[config.mk]
export PLATFORM = sky130hd
export DESIGN_NAME = bsq_sequencer
export DESIGN_NICKNAME = d
export VERILOG_FILES = /design/src/shared/bsq_pkg.sv /design/src/hdl/bsq_sequencer.sv
export VERILOG_INCLUDE_DIRS = /design/src /design/src/shared
export SDC_FILE = /design/constraint.sdc
export NUM_CORES = 1
export LEC_CHECK = 0
export ABC_CLOCK_PERIOD_IN_PS = 17170
export BUFFER_PORTS_ARGS = -buffer_cell sky130_fd_sc_hd__buf_2
export CAP_MARGIN = 40
export CORE_MARGIN = 4
export CORE_UTILIZATION = 45
export DETAILED_ROUTE_END_ITERATION = 8
export GPL_ROUTABILITY_DRIVEN = 0
export PLACE_DENSITY_LB_ADDON = 0.08
export SLEW_MARGIN = 15
export SYNTH_ARGS = -nofsm -noshare
export SYNTH_HDL_FRONTEND = slang
export SYNTH_SLANG_ARGS = --single-unit
[constraint.sdc]
create_clock -name clk_sys -period 17.17 [get_ports clk_sys]
set_input_delay 4.2925 -clock clk_sys [delete_from_list [all_inputs] [get_ports clk_sys]]
set_output_delay 4.2925 -clock clk_sys [all_outputs]
set_load 0.02 [all_outputs]
[src/shared/bsq_defines.svh]
// Offsets, field positions, reset values and timing counts of the burner sequencer
`ifndef BSQ_DEFINES_SVH
`define BSQ_DEFINES_SVH

// ----------------------------------------------------------------------
// Register offsets (byte addresses)
// ----------------------------------------------------------------------
`define BSQ_OFS_CTRL 8'h00
`define BSQ_OFS_STATUS 8'h04
`define BSQ_OFS_INT_STAT 8'h08
`define BSQ_OFS_INT_MASK 8'h0c
`define BSQ_OFS_HOURS 8'h10
`define BSQ_OFS_FAULT 8'h14

// ----------------------------------------------------------------------
// Field positions and reset values
// ----------------------------------------------------------------------
`define BSQ_CTRL_FLAME_LOSS_RESPONSE_TIME_LONG 0
`define BSQ_CTRL_LOCK_CLR 1
`define BSQ_CTRL_RST 1'b0
`define BSQ_MASK_RST 5'h00
`define BSQ_EV_LOCKOUT 0
`define BSQ_EV_FAULT 1
`define BSQ_EV_RECYCLE 2
`define BSQ_EV_RUN 3
`define BSQ_EV_HOLD 4
`define BSQ_FAULT_CODE 8'h64

// ----------------------------------------------------------------------
// Timing: clock, base tick and sequence periods
// ----------------------------------------------------------------------
`define BSQ_CLK_NS 40
`define BSQ_TENTH_NS 100000000
`define BSQ_TENTH_CYCLES (`BSQ_TENTH_NS / `BSQ_CLK_NS)
`define BSQ_HOUR_S 3600
`define BSQ_TENTHS_PER_HOUR (`BSQ_HOUR_S * 10)
`define BSQ_PREPURGE_S 30
`define BSQ_PILOT_LONG_S 10
`define BSQ_PILOT_SHORT_S 4
`define BSQ_HOLD_LONG_S 8
`define BSQ_HOLD_SHORT_S 3
`define BSQ_FLAMEOUT_S 15
`define BSQ_MAIN_S 10
`define BSQ_FLAME_LOSS_RESPONSE_TIME_SHORT_MS 800
`define BSQ_FLAME_LOSS_RESPONSE_TIME_LONG_MS 3000
`define BSQ_CLIP_HOURS 200
`define BSQ_S2T(s) (10'((s) * 10))
`define BSQ_MS2T(ms) (6'((ms) / 100))

`endif

[src/shared/bsq_pkg.sv]
// Types shared by the burner sequencer design
package bsq_pkg;

  // Sequence steps
  typedef enum logic [2:0] {
    ST_STANDBY, ST_PREPURGE, ST_PILOT, ST_MAIN, ST_RUN, ST_LOCKOUT, ST_FAULT
  } bsq_state_t;

  // Burner-side inputs, all asynchronous to clk_sys
  typedef struct packed {
    logic call_heat;
    logic airflow_proving_switch;
    logic limits_ok;
    logic power_ok;
    logic flame;
    logic test_sel;
    logic valves_strapped;
    logic airflow_fail_option;
    logic flame_fail_option;
    logic pilot_time_option;
  } bsq_pins_t;

  // Burner-side outputs
  typedef struct packed {
    logic pilot_valve;
    logic igniter;
    logic main_valve;
    logic alarm;
  } bsq_outs_t;

  // Whole state of the sequencer
  typedef struct packed {
    bsq_pins_t s1;
    bsq_pins_t s2;
    bsq_pins_t s3;
    bsq_pins_t filt;
    logic [1:0] settle;
    logic [2:0] opt_ref;
    logic [21:0] pre;
    logic [15:0] tenths;
    logic [15:0] hours;
    bsq_state_t state;
    logic [9:0] timer;
    logic [7:0] fo_timer;
    logic [5:0] flame_loss_response_time_timer;
    logic held;
    logic flame_loss_response_time_long;
    logic [4:0] int_stat;
    logic [4:0] int_mask;
    logic [31:0] rdata;
    bsq_outs_t outs;
    logic [7:0] fault_code;
  } bsq_st_t;

endpackage
[src/hdl/bsq_sequencer.sv]
// Burner sequencer with run/test selector, site options and register port
// Summary of operation
// RQ1 - Test freezes pre-purge timer, no advance
// RQ2 - Test halts pilot timer at 8/3 seconds
// RQ3 - Test starts 15-second flameout tolerance timer
// RQ4 - Strapped valves: ignore test during pilot trial
// RQ5 - Test runs to next hold point, waits
// RQ6 - Pilot option sets 10 or 4 seconds
// RQ7 - Options select recycle or lockout on failures
// RQ8 - Late option clip gives permanent fault 100
// RQ9 - Call for heat times 30-second pre-purge
// RQ10 - No flame at trial end: safety shutdown
// RQ11 - Flame loss: act within 0.8/3 seconds
// RQ12 - Stay in run until call drops
// RQ13 - Frozen timers resume; tenth-second tick drives periods
`timescale 1ns/1ps
`include "bsq_defines.svh"

module bsq_sequencer #(
  parameter int TENTH_CYCLES = `BSQ_TENTH_CYCLES,
  parameter int TENTHS_PER_HOUR = `BSQ_TENTHS_PER_HOUR
) (
  input wire logic clk_sys,
  input wire logic rst,
  input wire bsq_pkg::bsq_pins_t pins,
  output bsq_pkg::bsq_outs_t outs,
  output logic [7:0] fault_code,
  output logic irq,
  input wire logic [7:0] addr,
  input wire logic [31:0] wdata,
  input wire logic wr_en,
  input wire logic rd_en,
  output logic [31:0] rdata
);
  import bsq_pkg::*;

  // ----------------------------------------------------------------------
  // State registers
  // ----------------------------------------------------------------------
  bsq_st_t q;
  bsq_st_t next_q;

  // ----------------------------------------------------------------------
  // Next-state logic
  // ----------------------------------------------------------------------
  always_comb begin
    logic tick;
    logic [9:0] agree;
    logic [4:0] ev;
    logic [4:0] w1c;
    logic cond_ok;
    logic test_eff;
    logic [9:0] period;
    logic [9:0] hold_pt;
    logic [5:0] flame_loss_response_time_lim;
    logic flame_lost_act;
    logic air_lost_act;
    logic lock_clr;
    tick = 1'b0;
    agree = 10'h000;
    ev = 5'h00;
    w1c = 5'h00;
    cond_ok = 1'b0;
    test_eff = 1'b0;
    period = 10'h000;
    hold_pt = 10'h000;
    flame_loss_response_time_lim = 6'h00;
    flame_lost_act = 1'b0;
    air_lost_act = 1'b0;
    lock_clr = 1'b0;
    next_q = q;
    next_q.rdata = 32'h0000_0000;

    // Pin synchroniser; filtered value moves when stages two and three agree
    next_q.s1 = pins;
    next_q.s2 = q.s1;
    next_q.s3 = q.s2;
    agree = ~(q.s2 ^ q.s3);
    next_q.filt = (q.s3 & agree) | (q.filt & ~agree);
    if (q.settle != 2'h3) begin
      next_q.settle = q.settle + 2'h1;
    end

    // Tenth-second timebase derived from the system clock
    if (q.pre == 22'(TENTH_CYCLES - 1)) begin
      next_q.pre = 22'h0;
      tick = 1'b1; // see RQ13
    end else begin
      next_q.pre = q.pre + 22'h1;
    end

    // Operating hours since power-up
    if (tick) begin
      if (q.tenths == 16'(TENTHS_PER_HOUR - 1)) begin
        next_q.tenths = 16'h0;
        if (q.hours != 16'hffff) begin
          next_q.hours = q.hours + 16'h1;
        end
      end else begin
        next_q.tenths = q.tenths + 16'h1;
      end
    end

    // Register writes
    if (wr_en) begin
      case (addr)
        `BSQ_OFS_CTRL: begin
          next_q.flame_loss_response_time_long = wdata[`BSQ_CTRL_FLAME_LOSS_RESPONSE_TIME_LONG];
          lock_clr = wdata[`BSQ_CTRL_LOCK_CLR];
        end
        `BSQ_OFS_INT_STAT: begin
          w1c = wdata[4:0];
        end
        `BSQ_OFS_INT_MASK: begin
          next_q.int_mask = wdata[4:0];
        end
        default: begin
        end
      endcase
    end

    // Register reads, data in the following cycle only
    if (rd_en) begin
      case (addr)
        `BSQ_OFS_CTRL: next_q.rdata = {31'h0, q.flame_loss_response_time_long};
        `BSQ_OFS_STATUS: next_q.rdata = {16'h0, 3'h0, q.held, q.filt.test_sel,
                                         q.filt.flame, 3'(q.state), q.outs, q.opt_ref};
        `BSQ_OFS_INT_STAT: next_q.rdata = {27'h0, q.int_stat};
        `BSQ_OFS_INT_MASK: next_q.rdata = {27'h0, q.int_mask};
        `BSQ_OFS_HOURS: next_q.rdata = {16'h0, q.hours};
        `BSQ_OFS_FAULT: next_q.rdata = {24'h0, q.fault_code};
        default: next_q.rdata = 32'h0000_0000;
      endcase
    end

    // Shared sequence terms
    cond_ok = q.filt.call_heat & q.filt.airflow_proving_switch & q.filt.limits_ok
              & q.filt.power_ok;
    test_eff = q.filt.test_sel & ~q.filt.valves_strapped; // see RQ4
    period = q.filt.pilot_time_option ? `BSQ_S2T(`BSQ_PILOT_SHORT_S)
                                      : `BSQ_S2T(`BSQ_PILOT_LONG_S); // see RQ6
    hold_pt = q.filt.pilot_time_option ? `BSQ_S2T(`BSQ_HOLD_SHORT_S)
                                       : `BSQ_S2T(`BSQ_HOLD_LONG_S); // see RQ2
    flame_loss_response_time_lim = q.flame_loss_response_time_long ? `BSQ_MS2T(`BSQ_FLAME_LOSS_RESPONSE_TIME_LONG_MS)
                           : `BSQ_MS2T(`BSQ_FLAME_LOSS_RESPONSE_TIME_SHORT_MS);
    flame_lost_act = q.filt.flame_fail_option;
    air_lost_act = q.filt.airflow_fail_option;

    // Sequence steps
    case (q.state)
      ST_STANDBY: begin
        next_q.timer = 10'h0;
        next_q.held = 1'b0;
        if (cond_ok && q.settle == 2'h3) begin
          next_q.state = ST_PREPURGE; // see RQ9
        end
      end
      ST_PREPURGE: begin
        next_q.held = q.filt.test_sel;
        if (!q.filt.call_heat) begin
          next_q.state = ST_STANDBY;
        end else if (!cond_ok) begin
          next_q.state = air_lost_act ? ST_LOCKOUT : ST_STANDBY; // see RQ7
          ev[air_lost_act ? `BSQ_EV_LOCKOUT : `BSQ_EV_RECYCLE] = 1'b1;
        end else if (q.timer >= `BSQ_S2T(`BSQ_PREPURGE_S)) begin
          if (!q.filt.test_sel) begin
            next_q.state = ST_PILOT; // see RQ1
            next_q.timer = 10'h0;
            next_q.fo_timer = 8'h0;
          end
        end else if (tick && !q.filt.test_sel) begin
          next_q.timer = q.timer + 10'h1; // see RQ1, RQ13
        end
        if (q.filt.test_sel && !q.held) begin
          ev[`BSQ_EV_HOLD] = 1'b1;
        end
      end
      ST_PILOT: begin
        next_q.held = test_eff && q.timer >= hold_pt; // see RQ5
        if (!q.filt.call_heat) begin
          next_q.state = ST_STANDBY;
        end else if (!cond_ok) begin
          next_q.state = air_lost_act ? ST_LOCKOUT : ST_STANDBY; // see RQ7
          ev[air_lost_act ? `BSQ_EV_LOCKOUT : `BSQ_EV_RECYCLE] = 1'b1;
        end else if (test_eff && q.timer >= hold_pt) begin
          // Timer halted; flame loss tolerated for a while
          if (!q.held) begin
            ev[`BSQ_EV_HOLD] = 1'b1;
          end
          if (q.filt.flame) begin
            next_q.fo_timer = 8'h0;
          end else if (q.fo_timer >= 8'(`BSQ_S2T(`BSQ_FLAMEOUT_S))) begin
            next_q.state = ST_LOCKOUT; // see RQ3
            ev[`BSQ_EV_LOCKOUT] = 1'b1;
          end else if (tick) begin
            next_q.fo_timer = q.fo_timer + 8'h1; // see RQ3
          end
        end else if (q.timer >= period) begin
          next_q.timer = 10'h0;
          next_q.flame_loss_response_time_timer = 6'h0;
          if (q.filt.flame) begin
            next_q.state = ST_MAIN;
          end else begin
            next_q.state = ST_LOCKOUT; // see RQ10
            ev[`BSQ_EV_LOCKOUT] = 1'b1;
          end
        end else if (tick) begin
          next_q.timer = q.timer + 10'h1; // see RQ2, RQ13
          next_q.fo_timer = 8'h0;
        end
      end
      ST_MAIN, ST_RUN: begin
        next_q.held = 1'b0;
        if (!q.filt.call_heat) begin
          next_q.state = ST_STANDBY; // see RQ12
        end else if (!cond_ok) begin
          next_q.state = air_lost_act ? ST_LOCKOUT : ST_STANDBY; // see RQ7
          ev[air_lost_act ? `BSQ_EV_LOCKOUT : `BSQ_EV_RECYCLE] = 1'b1;
        end else if (!q.filt.flame && q.flame_loss_response_time_timer >= flame_loss_response_time_lim) begin
          next_q.state = flame_lost_act ? ST_LOCKOUT : ST_STANDBY; // see RQ11
          ev[flame_lost_act ? `BSQ_EV_LOCKOUT : `BSQ_EV_RECYCLE] = 1'b1;
        end else begin
          if (q.filt.flame) begin
            next_q.flame_loss_response_time_timer = 6'h0;
          end else if (tick) begin
            next_q.flame_loss_response_time_timer = q.flame_loss_response_time_timer + 6'h1; // see RQ11
          end
          if (q.state == ST_MAIN) begin
            if (q.timer >= `BSQ_S2T(`BSQ_MAIN_S)) begin
              next_q.state = ST_RUN;
              ev[`BSQ_EV_RUN] = 1'b1;
            end else if (tick) begin
              next_q.timer = q.timer + 10'h1;
            end
          end
        end
      end
      ST_LOCKOUT: begin
        next_q.held = 1'b0;
        if (lock_clr) begin
          next_q.state = ST_STANDBY;
        end
      end
      ST_FAULT: begin
        next_q.state = ST_FAULT; // see RQ8
      end
      default: begin
        next_q.state = ST_LOCKOUT;
      end
    endcase

    // Option watch: clips accepted early, fatal after the hour limit
    if (q.settle == 2'h2) begin
      next_q.opt_ref = {q.filt.airflow_fail_option, q.filt.flame_fail_option,
                        q.filt.pilot_time_option};
    end else if (q.settle == 2'h3) begin
      if (q.hours >= 16'(`BSQ_CLIP_HOURS) && q.state != ST_FAULT &&
          (|(~q.opt_ref & {q.filt.airflow_fail_option, q.filt.flame_fail_option,
                           q.filt.pilot_time_option}))) begin
        next_q.state = ST_FAULT; // see RQ8
        next_q.fault_code = `BSQ_FAULT_CODE;
        ev[`BSQ_EV_FAULT] = 1'b1;
      end else if (q.hours < 16'(`BSQ_CLIP_HOURS)) begin
        next_q.opt_ref = {q.filt.airflow_fail_option, q.filt.flame_fail_option,
                          q.filt.pilot_time_option};
      end
    end

    // Sticky events; a new event beats a same-cycle clear
    next_q.int_stat = (q.int_stat & ~w1c) | ev;

    // Burner outputs decoded from the next step
    next_q.outs = '0;
    case (next_q.state)
      ST_PILOT: begin
        next_q.outs.pilot_valve = 1'b1;
        next_q.outs.igniter = 1'b1;
      end
      ST_MAIN, ST_RUN: begin
        next_q.outs.pilot_valve = 1'b1;
        next_q.outs.main_valve = 1'b1;
      end
      ST_LOCKOUT, ST_FAULT: begin
        next_q.outs.alarm = 1'b1;
      end
      default: begin
      end
    endcase
  end

  // ----------------------------------------------------------------------
  // State flip-flops
  // ----------------------------------------------------------------------
  always_ff @(posedge clk_sys or posedge rst) begin
    if (rst) begin
      q <= '0;
      q.state <= ST_STANDBY;
      q.flame_loss_response_time_long <= `BSQ_CTRL_RST;
      q.int_mask <= `BSQ_MASK_RST;
    end else begin
      q <= next_q;
    end
  end

  // ----------------------------------------------------------------------
  // Outputs
  // ----------------------------------------------------------------------
  assign outs = q.outs;
  assign fault_code = q.fault_code;
  assign rdata = q.rdata;
  assign irq = |(q.int_stat & q.int_mask); // Level, high while unmasked event

endmodule // bsq_sequencer

[Yosys cells after proc, flatten, opt, wreduce, memory -nomap -nowiden]
Index checks and enable logic that the tools add are counted.
Word-level totals
  input bits: 54
  flip-flop bits (word level): 175
  memories kept: 0
  bits in latches: 0
  bits in read-only memories: 0
  word-level logic and storage cells: 283
  memory bits (writable): 0
Cells by class
  bitwise gates (word level): 18
  order comparisons: 12
  mux-type cells: 106
  div/mod/pow operators: 0
  multipliers: 0
  shift-type cells: 0
  add/sub/neg operators: 7
  equal/unequal tests: 46
  reductions and logical operators: 35
Operators by type and width (number)
  $pmux 16 s6: 1
  $mux 10: 9
  $mux 3: 27
  $mux 18: 3
  $mux 24: 2
  $mux 8: 6
  $mux 6: 7
  $mux 5: 8
  $pmux 10 s4: 1
  $add 16x1->16 const B: 2
  $mux 16: 2
  $ne 2x2->1 const B: 16
  $mux 1: 26
  $ne 3x3->1 const B: 8
  $add 22x1->22 const B: 1
  $eq 22x22->1 const B: 1
  $mux 22: 1
  $mux 21: 1
  $and 10x10->10: 2
  $ge 10x7->1: 2
  $not 10->10: 2
  $eq 3x3->1 const B: 6
  $pmux 3 s6: 1
  $eq 16x16->1 const B: 1
  other kinds (53): 88

[Logic depth before layout (Yosys ltp)]
  depth in word-level cells: 15
  depth in mapped cells: 11

[Worst setup path before layout]
OpenSTA, ideal clock, no wires.
  path type: in2reg
  start: input addr[1]
  end: register q (netlist bit outs[0])
  path buffers: 0
  stages: 7
  data arrival time: 5.977 ns
  data required time: 17.051 ns
  slack: 11.074 ns
  library setup time: 0.119 ns
  cells stage by stage: or4_1 nor3_1 nand4_1 a31oi_1 o31ai_1 or3_1 and2_1
RTL lines
  start: declaration: line bsq_sequencer.sv:29  | input wire logic [7:0] addr,
  end signal: assignment: line bsq_sequencer.sv:301  | q <= next_q;
  end: declaration: line bsq_sequencer.sv:40  | bsq_st_t q;

==> results.ini <==
[outcome]
run_status = finished, final reports clean

[grt]
grt.total_usage_pct = 16.8
antenna_violations_before_repair = 0
globalRoute.totalOverflow = 0
grt_pass1_vias = 5345
maximum_number_of_pins_on_one_net_before_global_route_repair = 88
first_pass_grt_wire_length_mm = 27.0

[timing]
final_min_period_over_clock_period_pct = 35.3
max_frequency_ghz = 0.165
slew_headroom_pct = 47.2
setup_viol_count_final = 0
timing.setup.tns_ps = 0
final_clock_skew_ps = 11.9
grt_setup_unrepaired = no
final_max_slew_viol_count = 0
finalHoldViolCount = 0
worst-slew-pin-transition_ps = 792
timing.final.crit_period_ps = 6070

[worst_setup_path]
arrival_ps = 6370
start_kind = input port
r2r.worst_path.cells = 7
critical_path.endpoint_type = flop
cp_data_required_time_ps = 17480
r2r_start = q[115]$_DFF_PP0_
path_type_of_the_worst_setup_path = in -> reg
reg2reg_slack_ps = 14280
r2r_end = q[94]$_DFFE_PP0P_
path_max_fanout = 4

[power_and_ir_drop]
share_seq_of_total_power_pct = 47.6
clock_power_share_pct = 45.7
overall_power_uw = 840
switching_power_uw = 200
powerDensity_nw_per_um2 = 96.5
share_comb_of_total_power_pct = 6.7
cellInternalPower_uw = 640
ir_worst_vdd_mv = 0.0662
power.share.switching_pct = 23.8
static-leakage-power_uw = 0.00392

[floorplan]
floorplan.initialDensity_pct = 45.6
rows = 48
chipWidth_um = 140
die_area_um2 = 19600
core_um2 = 17200
top_level_ports = 99
chip_height_um = 140

[clock_network]
cts.clk_slew.worst_paths_ps = 60
cts.sink_count = 159
cts_setup_buffers = 0
clock-root-buffer = sky130_fd_sc_hd__clkbuf_16
ctsResizeCount = 0
clk_path_buf_depth = 2
clkLatencyLatePin_ps = 420
cts.hold.buffers_added = 0
cts_inserted_buffers = 17
clock_tree_from_tritoncts = built
cts_max_level = 4

[detailed_routing]
detailedRoute.firstIterationViolations = 322
final_antenna_net_count = 0
mean_number_of_vias_per_cell = 5.42
finalWirelength_mm = 16.0
route.vias.total = 5533
drt_drc_violations_left = 0
drt_first_pass_iters = 4
post_drt_wl_per_cell_um = 15.7

[cells_and_area]
post_route_cells_drive_above_1_share_pct = 14.3
layout.filler_cells = 1550
fin_nets = 855
n_antenna_cell = 0
area.growth.synth_to_final_pct = 10.7

[logic_synthesis]
synth_top_area_cell = sky130_fd_sc_hd__dfrtp_1
synth.lib_cells_used.distinct = 71
postSynth.asyncResetShare_pct = 100
synth_flop_cell = sky130_fd_sc_hd__dfrtp_1
netlist_instances = 756
synthMostInstantiatedCell = sky130_fd_sc_hd__dfrtp_1
ys_seq_elements = 159
netlist_area_um2 = 7860
post_synth_edffs = 0
yosysWarnings = 0
synth.avg_cell_area_um2 = 10.4
synth.yosys.seq_area_share_pct = 50.6
ranking_of_synthesized_cells_by_instance_count = 159 x sky130_fd_sc_hd__dfrtp_1, 60 x sky130_fd_sc_hd__nand2_1, 56 x sky130_fd_sc_hd__nor2_1
synth_top_area_share_pct = 50.6
post_synth_main_area_contributors = sky130_fd_sc_hd__dfrtp_1 51%, sky130_fd_sc_hd__buf_4 4.4%, sky130_fd_sc_hd__xnor2_1 4.1%

[hold_path]
worstHoldPathType = reg -> reg
min_to = next_q[159]$_DFF_PP0_
worstHoldPathCells = 0
hp-start = next_q[169]$_DFF_PP0_

[run]
max_cap_viol_count = 0

[place]
detailed_place_hpwl_mm = 11.4
port_buffers = 50

## worst max-delay path, cell delays in order
cell                      delay, ps
sky130_fd_sc_hd__buf_2           90
sky130_fd_sc_hd__or4_1          540
sky130_fd_sc_hd__nor3_1         350
sky130_fd_sc_hd__nand4_1        230
sky130_fd_sc_hd__a31oi_1        220
sky130_fd_sc_hd__o31ai_1        120
sky130_fd_sc_hd__or3_1          350
sky130_fd_sc_hd__and2_1         170
## sequential cells by signal, summed over array words and instances (netlist names), named ones only
name and cells:
fault_code 1, q 108, outs 4, rdata 16, next_q 20
## metal layers
| metal | up-vias | GRT usage [%] | routed length, um |
|---|---|---|---|
| met1 | 2696 | 24.0 | 7490 |
| met2 | 152 | 25.3 | 7440 |
| met5 | - | 0 | 0 |
| li1 | 2668 | - | - |
| met3 | 17 | 3.82 | 812 |
| met4 | 0 | 6.22 | 256 |
## through the flow
step | util [%] | cells | setup slack [ps] | instance area (um^2) | hold WS [ps]
final | 50.5 | 1020 | 11100 | 8700 | 347
after global routing | 50.5 | 1020 | 10890 | 8700 | 355
after CTS | 50.3 | 1019 | 11140 | 8680 | 349
after detailed placement | 46.8 | 987 | 10700 | 8070 | 335
after global placement | 46.7 | 986 | 10690 | 8040 | 332
after floorplan | - | 776 | 8590 | 7940 | 331
## layout by cell type (no fill, tap or decap), drive strengths merged, types with 4 or more instances in the layout
| master | n |
|---|---|
| nand2 | 60 |
| nand4 | 19 |
| and4 | 5 |
| buf | 54 |
| a21o | 6 |
| a22o | 5 |
| clkbuf | 19 |
| o211ai | 8 |
| dfrtp | 159 |
| a31oi | 7 |
| nor2 | 58 |
| mux2 | 12 |
| a21oi | 19 |
| o21ai | 33 |
| clkinv | 5 |
| or3 | 5 |
| nor3 | 15 |
| nand3 | 38 |
| nor4 | 6 |
| o311ai | 5 |
| o31ai | 10 |
| xor2 | 14 |
| xnor2 | 37 |
| o41ai | 4 |
| nand2b | 15 |
| and3 | 21 |
| maj3 | 10 |
| or2 | 4 |
| o21a | 5 |
| conb | 21 |
| nor2b | 10 |
| and2 | 8 |
| ha | 19 |
| inv | 24 |
| a22oi | 11 |
| mux2i | 4 |
## cell families (layout without fill, tap and decap cells)
family | after synthesis | after routing | synth area share (%)
compound gates | 133 | 133 | 11.9
other cells | 1 | 21 | 0.0477
mux | 17 | 17 | 2.52
buf+inv | 89 | 108 | 6.77
xor+xnor | 51 | 51 | 5.68
flops | 159 | 159 | 50.6
fa+ha+maj | 29 | 29 | 4.30
simple gates | 277 | 277 | 18.2
## power by group through the flow
stage / Sequential [uW] / Combinational, uW / Clock, uW
after global routing: 401 / 62.0 / 412
after detailed placement: 407 / 55.3 / 0
after floorplan: 399 / 47.7 / 0
after CTS: 400 / 55.6 / 397
final: 400 / 56.0 / 384
after global placement: 406 / 53.3 / 0
## area by class of cell
class | count | area (um^2) | area share [%]
Tap cell | 225 | 282 | 3.23
Multi-Input combinational cell | 528 | 3430 | 39.4
Inverter | 22 | 87.6 | 1.01
Clock buffer | 19 | 443 | 5.09
Clock inverter | 13 | 163 | 1.87
Sequential cell | 159 | 3980 | 45.7
Timing Repair Buffer | 54 | 320 | 3.68
## worst max-delay path by stage
stage | start | end | slack (ps) | cells after the start
after global routing | addr[1] | outs[0]$_DFF_PP0_ | 10890 | 8
after detailed placement | addr[1] | outs[0]$_DFF_PP0_ | 10700 | 8
after floorplan | rst | asynchronous set/reset pin | 8590 | 1
after global placement | addr[1] | outs[0]$_DFF_PP0_ | 10690 | 8
after CTS | addr[1] | outs[0]$_DFF_PP0_ | 11140 | 8
final | addr[1] | outs[0]$_DFF_PP0_ | 11100 | 8
Power figures use the tool's default switching activity.
